## config.mk

```make
export PLATFORM = sky130hd
export DESIGN_NAME = adccr_regs
export DESIGN_NICKNAME = d
export VERILOG_FILES = /design/src/rtl/adccr_pkg.sv /design/src/rtl/adccr_regs.sv
export SDC_FILE = /design/constraint.sdc
export NUM_CORES = 1
export LEC_CHECK = 0
export BUFFER_PORTS_ARGS = -buffer_cell sky130_fd_sc_hd__buf_4
export CAP_MARGIN = 20
export CELL_PAD_IN_SITES_DETAIL_PLACEMENT = 0
export CELL_PAD_IN_SITES_GLOBAL_PLACEMENT = 1
export CORE_ASPECT_RATIO = 0.9
export CORE_MARGIN = 3
export CORE_UTILIZATION = 51
export DETAILED_ROUTE_END_ITERATION = 7
export GPL_TIMING_DRIVEN = 0
export PLACE_DENSITY = 0.95
export SYNTH_ARGS = -nofsm -noshare
export SYNTH_HDL_FRONTEND = slang
export SYNTH_SLANG_ARGS = --single-unit
```

## constraint.sdc

```tcl
create_clock -name i_core_clk -period 14.55 [get_ports i_core_clk]
set_input_delay 0.7275 -clock i_core_clk [delete_from_list [all_inputs] [get_ports i_core_clk]]
set_output_delay 0.7275 -clock i_core_clk [all_outputs]
set_load 0.01 [all_outputs]
```

## src/rtl/adccr_pkg.sv

```systemverilog
// Constants shared by the converter computation register block
package adccr_pkg;
    // Register byte addresses, low byte first
    localparam logic [15:0] ADDR_LOWER_L = 16'h1D0C;
    localparam logic [15:0] ADDR_LOWER_H = 16'h1D0D;
    localparam logic [15:0] ADDR_UPPER_L = 16'h1D0E;
    localparam logic [15:0] ADDR_UPPER_H = 16'h1D0F;
    localparam logic [15:0] ADDR_DEV_L = 16'h1D10;
    localparam logic [15:0] ADDR_DEV_H = 16'h1D11;
    localparam logic [15:0] ADDR_SETPT_L = 16'h1D12;
    localparam logic [15:0] ADDR_SETPT_H = 16'h1D13;
    localparam logic [15:0] ADDR_FILT_L = 16'h1D14;
    localparam logic [15:0] ADDR_FILT_H = 16'h1D15;
    localparam logic [15:0] ADDR_SUM_L = 16'h1D16;
    localparam logic [15:0] ADDR_SUM_H = 16'h1D17;
    localparam logic [15:0] ADDR_SUM_U = 16'h1D18;
    localparam logic [15:0] ADDR_TALLY = 16'h1D19;
    localparam logic [15:0] ADDR_TARGET = 16'h1D1A;
    localparam logic [15:0] ADDR_PRIOR_L = 16'h1D1B;
    localparam logic [15:0] ADDR_PRIOR_H = 16'h1D1C;
    localparam logic [15:0] ADDR_SAMPLE_L = 16'h1D1D;
    localparam logic [15:0] ADDR_SAMPLE_H = 16'h1D1E;
    localparam logic [15:0] ADDR_CHARGE = 16'h1D23;
    // Field layout and reset values
    localparam int CHARGE_W = 5;
    localparam int SUM_W = 18;
    localparam logic [15:0] RST_WORD = 16'h0000;
    localparam logic [7:0] RST_BYTE = 8'h00;
    localparam logic [17:0] RST_SUM = 18'h00000;
    // Computation modes
    typedef enum logic [2:0] {
        ADCCR_MODE_BASIC = 3'h0,
        ADCCR_MODE_ACCUM = 3'h1,
        ADCCR_MODE_AVG = 3'h2,
        ADCCR_MODE_BURST = 3'h3,
        ADCCR_MODE_LPF = 3'h4
    } adccr_mode_t;
    // Deviation formulas
    localparam logic [2:0] ERROR_FORMULA_SELECT_SAMPLE_PRIOR = 3'h0;
    localparam logic [2:0] ERROR_FORMULA_SELECT_SAMPLE_SETPT = 3'h1;
    localparam logic [2:0] ERROR_FORMULA_SELECT_PRIOR_SETPT = 3'h2;
    localparam logic [2:0] ERROR_FORMULA_SELECT_FILT_SETPT = 3'h3;
    localparam logic [2:0] ERROR_FORMULA_SELECT_FILT_PRIOR = 3'h4;
    // Threshold interrupt modes
    localparam logic [2:0] TMD_NEVER = 3'h0;
    localparam logic [2:0] TMD_BELOW = 3'h1;
    localparam logic [2:0] TMD_NOT_BELOW = 3'h2;
    localparam logic [2:0] TMD_INSIDE = 3'h3;
    localparam logic [2:0] TMD_OUTSIDE = 3'h4;
    localparam logic [2:0] TMD_NOT_ABOVE = 3'h5;
    localparam logic [2:0] TMD_ABOVE = 3'h6;
    localparam logic [2:0] TMD_ALWAYS = 3'h7;
endpackage : adccr_pkg

```

## src/rtl/adccr_regs.sv

```systemverilog
// Converter computation registers: result, sum, filter, deviation and thresholds
// What this block does
// - Extra sampling capacitance output equals the 5-bit select, zero means none.
// - Threshold check happens when the trigger tally equals the repeat target.
// - Trigger tally counts each trigger before the check; software may read and write.
// - Tally and target only used in low-pass, burst average and average modes.
// - Accumulate, average and burst modes: filtered output is sum shifted right.
// - Low-pass mode: filtered output is the low-pass filter result.
// - Filtered output is 16-bit signed, read-only, as high and low bytes.
// - Sample outcome is a 16-bit read/write register in two bytes.
// - Prior select one: copy filtered output to earlier outcome at conversion start.
// - Prior select zero: copy sample outcome to earlier outcome at conversion start.
// - Prior select zero: earlier outcome keeps the sample outcome's format.
// - Running sum is 18-bit signed; upper unused bits read as sign copies.
// - Running sum writes accepted only while no conversion is active.
// - Running sum seen as three bytes; upper byte holds bits 17 and 16.
// - Setpoint is a 16-bit signed read/write value used by some formulas.
// - Setpoint deviation is 16-bit signed read-only, formula chosen by select.
// - Deviation compared with bounds sets below-lower and above-upper flags.
// - Threshold interrupt raised from comparison per interrupt mode field.
// - Lower and upper bounds are 16-bit signed read/write in two bytes.
//
// Added by the designer: the strobed register port.
`timescale 1ns/100ps
`default_nettype none
module adccr_regs
    import adccr_pkg::*;
#(
    parameter int ADDR_W = 16,
    parameter int SHIFT_W = 3
) (
    input wire logic i_core_clk,
    input wire logic i_sys_rst,
    input wire logic [ADDR_W-1:0] i_addr,
    input wire logic [7:0] i_wdata,
    input wire logic i_wr,
    input wire logic i_rd,
    output logic [7:0] o_rdata,
    input wire logic i_conv_start,
    input wire logic i_conv_done,
    input wire logic [15:0] i_conv_data,
    input wire logic i_conv_active,
    input wire logic [2:0] i_comp_mode,
    input wire logic [SHIFT_W-1:0] i_shift_amount,
    input wire logic i_prior_source_select,
    input wire logic [2:0] i_error_formula_select,
    input wire logic [2:0] i_threshold_irq_mode,
    output logic [adccr_pkg::CHARGE_W-1:0] o_extra_charge_pf,
    output logic o_below_lower_flag,
    output logic o_above_upper_flag,
    output logic o_threshold_irq
);
    import adccr_pkg::*;

    logic [15:0] lower_ff, upper_ff, setpt_ff, dev_ff, filt_ff, prior_ff, sample_ff;
    logic [17:0] sum_ff, nxt_sum;
    logic [7:0] tally_ff, target_ff, nxt_tally, rdata_ff;
    logic [CHARGE_W-1:0] charge_ff;
    logic check_ff, below_ff, above_ff, irq_ff;
    logic repeat_mode, sum_mode, tally_hit, do_check, sw_sum_ok;
    logic [15:0] dev_error_formula_select;
    logic dev_below, dev_above, irq_error_formula_select;

    // Sign-extend a 16-bit word to sum width
    function automatic logic [17:0] sext18(input logic [15:0] v);
        sext18 = {{2{v[15]}}, v};
    endfunction : sext18

    // Software write hit on one byte address
    function automatic logic wr_hit(input logic [ADDR_W-1:0] a, input logic [15:0] target);
        wr_hit = i_wr && (a == target[ADDR_W-1:0]);
    endfunction : wr_hit

    // Mode decode
    assign repeat_mode = (i_comp_mode == ADCCR_MODE_AVG) || (i_comp_mode == ADCCR_MODE_BURST)
        || (i_comp_mode == ADCCR_MODE_LPF);
    assign sum_mode = repeat_mode || (i_comp_mode == ADCCR_MODE_ACCUM);
    assign nxt_tally = tally_ff + 8'h01;
    assign tally_hit = (nxt_tally == target_ff);
    assign do_check = i_conv_done && (!repeat_mode || tally_hit);
    assign sw_sum_ok = !i_conv_active;

    // Sample outcome: conversion wins over a software write
    always_ff @(posedge i_core_clk) begin
        if (i_sys_rst) begin
            sample_ff <= RST_WORD;
        end else if (i_conv_done) begin
            sample_ff <= i_conv_data;
        end else if (wr_hit(i_addr, ADDR_SAMPLE_L)) begin
            sample_ff[7:0] <= i_wdata;
        end else if (wr_hit(i_addr, ADDR_SAMPLE_H)) begin
            sample_ff[15:8] <= i_wdata;
        end
    end

    // Earlier outcome snapshot at conversion start
    always_ff @(posedge i_core_clk) begin
        if (i_sys_rst) begin
            prior_ff <= RST_WORD;
        end else if (i_conv_start) begin
            if (i_prior_source_select) begin
                prior_ff <= filt_ff;
            end else begin
                prior_ff <= sample_ff;
            end
        end
    end

    // Running sum next value
    always_comb begin
        nxt_sum = sum_ff;
        if (i_conv_done && sum_mode) begin
            if (i_comp_mode == ADCCR_MODE_LPF) begin
                nxt_sum = sum_ff + sext18(i_conv_data) - SUM_W'($signed(sum_ff) >>> i_shift_amount);
            end else if (i_comp_mode == ADCCR_MODE_AVG && tally_ff == 8'h00) begin
                nxt_sum = sext18(i_conv_data); // Fresh average window
            end else begin
                nxt_sum = sum_ff + sext18(i_conv_data);
            end
        end else if (sw_sum_ok && wr_hit(i_addr, ADDR_SUM_L)) begin
            nxt_sum[7:0] = i_wdata;
        end else if (sw_sum_ok && wr_hit(i_addr, ADDR_SUM_H)) begin
            nxt_sum[15:8] = i_wdata;
        end else if (sw_sum_ok && wr_hit(i_addr, ADDR_SUM_U)) begin
            nxt_sum[17:16] = i_wdata[1:0];
        end
    end

    // Running sum register
    always_ff @(posedge i_core_clk) begin
        if (i_sys_rst) begin
            sum_ff <= RST_SUM;
        end else begin
            sum_ff <= nxt_sum;
        end
    end

    // Filtered output follows the sum one cycle later
    always_ff @(posedge i_core_clk) begin
        if (i_sys_rst) begin
            filt_ff <= RST_WORD;
        end else begin
            filt_ff <= 16'(SUM_W'($signed(sum_ff) >>> i_shift_amount));
        end
    end

    // Trigger tally: hardware count wins over software write
    always_ff @(posedge i_core_clk) begin
        if (i_sys_rst) begin
            tally_ff <= RST_BYTE;
        end else if (i_conv_done && repeat_mode) begin
            tally_ff <= tally_hit ? RST_BYTE : nxt_tally;
        end else if (wr_hit(i_addr, ADDR_TALLY)) begin
            tally_ff <= i_wdata;
        end
    end

    // Repeat target
    always_ff @(posedge i_core_clk) begin
        if (i_sys_rst) begin
            target_ff <= RST_BYTE;
        end else if (wr_hit(i_addr, ADDR_TARGET)) begin
            target_ff <= i_wdata;
        end
    end

    // Bounds and setpoint
    always_ff @(posedge i_core_clk) begin
        if (i_sys_rst) begin
            lower_ff <= RST_WORD;
            upper_ff <= RST_WORD;
            setpt_ff <= RST_WORD;
        end else if (i_wr) begin
            if (wr_hit(i_addr, ADDR_LOWER_L)) lower_ff[7:0] <= i_wdata;
            if (wr_hit(i_addr, ADDR_LOWER_H)) lower_ff[15:8] <= i_wdata;
            if (wr_hit(i_addr, ADDR_UPPER_L)) upper_ff[7:0] <= i_wdata;
            if (wr_hit(i_addr, ADDR_UPPER_H)) upper_ff[15:8] <= i_wdata;
            if (wr_hit(i_addr, ADDR_SETPT_L)) setpt_ff[7:0] <= i_wdata;
            if (wr_hit(i_addr, ADDR_SETPT_H)) setpt_ff[15:8] <= i_wdata;
        end
    end

    // Extra capacitance select, upper bits dropped
    always_ff @(posedge i_core_clk) begin
        if (i_sys_rst) begin
            charge_ff <= CHARGE_W'(0);
        end else if (wr_hit(i_addr, ADDR_CHARGE)) begin
            charge_ff <= i_wdata[CHARGE_W-1:0];
        end
    end
    assign o_extra_charge_pf = charge_ff;

    // Check strobe one cycle after the deciding conversion
    always_ff @(posedge i_core_clk) begin
        if (i_sys_rst) begin
            check_ff <= 1'b0;
        end else begin
            check_ff <= do_check;
        end
    end

    // Deviation formula and comparisons
    always_comb begin
        case (i_error_formula_select)
            ERROR_FORMULA_SELECT_SAMPLE_PRIOR: dev_error_formula_select = sample_ff - prior_ff;
            ERROR_FORMULA_SELECT_SAMPLE_SETPT: dev_error_formula_select = sample_ff - setpt_ff;
            ERROR_FORMULA_SELECT_PRIOR_SETPT: dev_error_formula_select = prior_ff - setpt_ff;
            ERROR_FORMULA_SELECT_FILT_SETPT: dev_error_formula_select = filt_ff - setpt_ff;
            ERROR_FORMULA_SELECT_FILT_PRIOR: dev_error_formula_select = filt_ff - prior_ff;
            default: dev_error_formula_select = filt_ff;
        endcase
        dev_below = $signed(dev_error_formula_select) < $signed(lower_ff);
        dev_above = $signed(dev_error_formula_select) > $signed(upper_ff);
        case (i_threshold_irq_mode)
            TMD_NEVER: irq_error_formula_select = 1'b0;
            TMD_BELOW: irq_error_formula_select = dev_below;
            TMD_NOT_BELOW: irq_error_formula_select = !dev_below;
            TMD_INSIDE: irq_error_formula_select = !dev_below && !dev_above;
            TMD_OUTSIDE: irq_error_formula_select = dev_below || dev_above;
            TMD_NOT_ABOVE: irq_error_formula_select = !dev_above;
            TMD_ABOVE: irq_error_formula_select = dev_above;
            TMD_ALWAYS: irq_error_formula_select = 1'b1;
            default: irq_error_formula_select = 1'b0;
        endcase
    end

    // Deviation, flags and interrupt pulse captured at check
    always_ff @(posedge i_core_clk) begin
        if (i_sys_rst) begin
            dev_ff <= RST_WORD;
            below_ff <= 1'b0;
            above_ff <= 1'b0;
            irq_ff <= 1'b0;
        end else begin
            irq_ff <= check_ff && irq_error_formula_select;
            if (check_ff) begin
                dev_ff <= dev_error_formula_select;
                below_ff <= dev_below;
                above_ff <= dev_above;
            end
        end
    end
    assign o_below_lower_flag = below_ff;
    assign o_above_upper_flag = above_ff;
    assign o_threshold_irq = irq_ff;

    // Read mux, data valid the cycle after the strobe
    always_ff @(posedge i_core_clk) begin
        if (i_sys_rst || !i_rd) begin
            rdata_ff <= RST_BYTE;
        end else begin
            case (i_addr)
                ADDR_LOWER_L[ADDR_W-1:0]: rdata_ff <= lower_ff[7:0];
                ADDR_LOWER_H[ADDR_W-1:0]: rdata_ff <= lower_ff[15:8];
                ADDR_UPPER_L[ADDR_W-1:0]: rdata_ff <= upper_ff[7:0];
                ADDR_UPPER_H[ADDR_W-1:0]: rdata_ff <= upper_ff[15:8];
                ADDR_DEV_L[ADDR_W-1:0]: rdata_ff <= dev_ff[7:0];
                ADDR_DEV_H[ADDR_W-1:0]: rdata_ff <= dev_ff[15:8];
                ADDR_SETPT_L[ADDR_W-1:0]: rdata_ff <= setpt_ff[7:0];
                ADDR_SETPT_H[ADDR_W-1:0]: rdata_ff <= setpt_ff[15:8];
                ADDR_FILT_L[ADDR_W-1:0]: rdata_ff <= filt_ff[7:0];
                ADDR_FILT_H[ADDR_W-1:0]: rdata_ff <= filt_ff[15:8];
                ADDR_SUM_L[ADDR_W-1:0]: rdata_ff <= sum_ff[7:0];
                ADDR_SUM_H[ADDR_W-1:0]: rdata_ff <= sum_ff[15:8];
                ADDR_SUM_U[ADDR_W-1:0]: rdata_ff <= {{6{sum_ff[17]}}, sum_ff[17:16]};
                ADDR_TALLY[ADDR_W-1:0]: rdata_ff <= tally_ff;
                ADDR_TARGET[ADDR_W-1:0]: rdata_ff <= target_ff;
                ADDR_PRIOR_L[ADDR_W-1:0]: rdata_ff <= prior_ff[7:0];
                ADDR_PRIOR_H[ADDR_W-1:0]: rdata_ff <= prior_ff[15:8];
                ADDR_SAMPLE_L[ADDR_W-1:0]: rdata_ff <= sample_ff[7:0];
                ADDR_SAMPLE_H[ADDR_W-1:0]: rdata_ff <= sample_ff[15:8];
                ADDR_CHARGE[ADDR_W-1:0]: rdata_ff <= {3'h0, charge_ff};
                default: rdata_ff <= RST_BYTE;
            endcase
        end
    end
    assign o_rdata = rdata_ff;
endmodule : adccr_regs
`default_nettype wire

```

==> results_dict.tcl <==
set metrics [dict create \
    status "finished, violations left" \
    violations "design-rule violations" \
    pwr-share-seq_pct 33.8 \
    tightest_slew_ns 1.168 \
    hold_buffers 0 \
    drt_iter0_drc 2146 \
    layout_common_cells "nor2_1, a21oi_1, dfxtp_1, nand2_1, ha_1" \
    numCtsBuffers 17 \
    routed-wl-met2_um 22690 \
    reg2reg_slack_ns 9.19 \
    synth_compound_area_share_pct 24.14 \
    syn_inst 1779 \
    cts_resized 0 \
    synthMuxAreaShare_pct 10.85 \
    gr-total-overflow 0 \
    grt_max_degree 17 \
    layout_setup_ws_ns 7.623 \
    power.switching_uw 578.4 \
    synth_ff_type "dfxtp_1" \
    hold_class "reg2reg" \
    seq_area_frac_synth_pct 23.58 \
    place_congestion 1.076 \
    grt_pass1_vias 13580 \
    rsz0062_at_grt "false" \
    avgSynthCellArea_um2 7.779 \
    finalWirelength_um 57530 \
    critPathLaunchType "primary input" \
    p_total_uw 1489 \
    ant_nets 0 \
    reg2reg_depth 21 \
    worst_ep_arrival_time_ns 7.26 \
    io_pins 76 \
    path_clk_slew_ns 0.07 \
    peakVddDrop_uv 77.88 \
    hold-worst-slack_ns 0.4828 \
    cp.required_ns 14.88 \
    ys_async_sr_fraction_pct 0 \
    die_h_um 162.3 \
    crit_fanout 10 \
    setup_viol 0 \
    critPathTopFamily "compound AO/OA/AOI/OAI gates" \
    critPathKind "in2reg" \
    fp.dieW_um 179.6 \
    synth_cell_type_count 88 \
    worstSkewPairLatency_ns 0.45 \
    vias_per_cell 6.694 \
    holdPathEnd "lower_ff[3]$_SDFFE_PP0P_" \
    min_path_cells 2 \
    critPathBufInv 5 \
    synth_edf_count 0 \
    synthSimpleGateAreaFrac_pct 19.90 \
    gr-usage-all-layers_pct 38.40 \
    p_per_area_mw_per_mm2 97.09 \
    skew_ns 0.01226 \
    hp-start "lower_ff[3]$_SDFFE_PP0P_" \
    maxCapViolCount 0 \
    via_count 14921 \
    p_clk_share_pct 29.1 \
    synth_xor_area_share_pct 5.190 \
    yosys.area_share.adder_pct 10.85 \
    dr.pass1.iters 8 \
    design.core.area_mm2 0.02635 \
    end_kind "flip-flop" \
    sw_frac_of_total_pct 38.85 \
    start_util_pct 52.53 \
    cts_sinks 163 \
    antenna_found_initial 2 \
    final_max_slew_viol_count 0 \
    final_common_cell "nor2_1" \
    top_layer_used "met5" \
    layout_min_cycle_time_ns 6.927 \
    drc 3 \
    reg2reg_to "o_threshold_irq$_SDFF_PP0_" \
    path_depth 27 \
    relSlewSlack_pct 22.15 \
    routedWlPerCell_um 25.81 \
    cts_tree "yes" \
    post_cts_buffers 0 \
    wl_met3_um 8361 \
    slowest_delay_ns 0.60 \
    synth_top_family_by_area "compound AO/OA/AOI/OAI gates" \
    slowest_stage "a2111oi_2" \
    area_growth_pct 10.81 \
    post-route-period-util_pct 47.61 \
    tns_ns 0 \
    comb_power_share_pct 37.1 \
    nets 2044 \
    ys_ff_latch 163 \
    hold_viol_final 0 \
    synth_fp_nets 1956 \
    dpl_worst_slack_ns 7.362 \
    syn_area_mm2 0.01384 \
    max_freq_ghz 0.1444 \
    hpwlAfterDp_um 45360 \
    grt_pass1_wl_um 85710 \
    wl_met1_um 24450 \
    ys_warn_count 0 \
    clk_path_buf_depth 2 \
    r2r_start "sample_ff[0]$_SDFFE_PP0P_" \
    die_area_mm2 0.02915 \
    critPathMostFrequentCell "o21ai_0" \
    rows 56 \
    cts_root_buffer "clkbuf_16" \
    port_buffers 68 \
    p_leak_uw 0.005917 \
    intPower_uw 910.4 \
    h-tree-depth 4 \
    drive_gt1_share_pct 9.096 \
]
[flip-flops by register name, summed over array words and instances (netlist names)]
name	count
setpt_ff	16
o_rdata	8
lower_ff	16
o_extra_charge_pf	5
o_threshold_irq	1
filt_ff	16
sample_ff	16
upper_ff	16
sum_ff	18
dev_ff	16
target_ff	8
check_ff	1
o_above_upper_flag	1
tally_ff	8
o_below_lower_flag	1
prior_ff	16
[area by class of cell]
type | count | area, um2
Inverter | 96 | 360.3
Buffer | 99 | 399.1
Sequential cell | 163 | 3263
Timing Repair Buffer | 69 | 515.5
Fill cell | 2521 | 11010
Antenna cell | 1 | 2.502
Clock buffer | 20 | 446.7
Clock inverter | 12 | 96.34
Multi-Input combinational cell | 1421 | 9816
Tap cell | 348 | 435.4
[power by group through the flow]
| stage | Combinational (uW) | Sequential (uW) | Clock [uW] |
|---|---|---|---|
| global placement | 520 | 509 | 0 |
| finish | 552 | 504 | 433 |
| global route | 604 | 501 | 451 |
| floorplan | 395 | 486 | 0 |
| detailed placement | 530 | 509 | 0 |
| CTS | 535 | 499 | 430 |
[cell families after synthesis]
logic type | after synthesis
AOI/OAI and AO/OA | 508
adders and majority gates | 117
and+or+nand+nor | 580
muxes | 134
xor gates and xnor gates | 82
DFF | 163
buffers and inverters | 195
[how the worst max path moves through the flow]
| stage | start | to |
|---|---|---|
| 6_report | i_error_formula_select[1] | o_threshold_irq$_SDFF_PP0_ |
| 5_1_grt | i_error_formula_select[1] | o_threshold_irq$_SDFF_PP0_ |
| 4_1_cts | i_error_formula_select[1] | o_threshold_irq$_SDFF_PP0_ |
| 3_5_place_dp | i_error_formula_select[1] | o_threshold_irq$_SDFF_PP0_ |
| 3_3_place_gp | i_error_formula_select[1] | o_threshold_irq$_SDFF_PP0_ |
| 2_1_floorplan | i_error_formula_select[0] | o_threshold_irq$_SDFF_PP0_ |
[cell usage after synthesis (all sizes together) (27+ instances only)]
| cell type | number | area, um2 |
|---|---|---|
| clkbuf | 68 | 255.2 |
| xnor2 | 53 | 464.2 |
| ha | 112 | 1401 |
| nor3 | 29 | 156.4 |
| a211oi | 55 | 412.9 |
| o21ai | 61 | 309.0 |
| nor2 | 187 | 716.9 |
| nand3 | 86 | 447.9 |
| xor2 | 29 | 254.0 |
| a22oi | 42 | 315.3 |
| a21o | 27 | 202.7 |
| buf | 31 | 143.9 |
| nand2 | 161 | 604.3 |
| a21oi | 172 | 860.8 |
| dfxtp | 163 | 3263 |
| inv | 96 | 360.4 |
| mux2i | 105 | 1051 |
[metal layers]
| layer | GRT usage, % | up-vias |
|---|---|---|
| met5 | 1.833 | - |
| met4 | 11.63 | 4 |
| met3 | 11.22 | 139 |
| met2 | 53.79 | 1027 |
| met1 | 56.48 | 7052 |
| li1 | - | 6699 |
[worst register-to-register path, cell delays in order (launching register included)]
cell	delay (ns)
dfxtp_1	0.41
inv_1	0.12
nor2_1	0.05
a21oi_1	0.15
ha_1	0.20
inv_1	0.06
fa_1	0.46
a211oi_1	0.31
o21ai_0	0.22
a31oi_1	0.37
o21ai_0	0.26
xnor2_1	0.19
a221oi_1	0.49
a21oi_1	0.26
ha_1	0.34
nand4_1	0.13
or4_1	0.54
o21ai_0	0.09
a31oi_1	0.10
a221oi_1	0.27
o21ai_0	0.11
a31oi_1	0.15
[per-stage QoR]
| step | area [um2] | cells | utilization (%) |
|---|---|---|---|
| floorplan | 13840 | 1779 | - |
| global placement | 14780 | 2195 | 56.12 |
| detailed placement | 14790 | 2196 | 56.14 |
| CTS | 15330 | 2228 | 58.20 |
| global route | 15330 | 2228 | 58.20 |
| finish | 15330 | 2229 | 58.21 |
No activity file was read; power rests on OpenSTA's default activity.
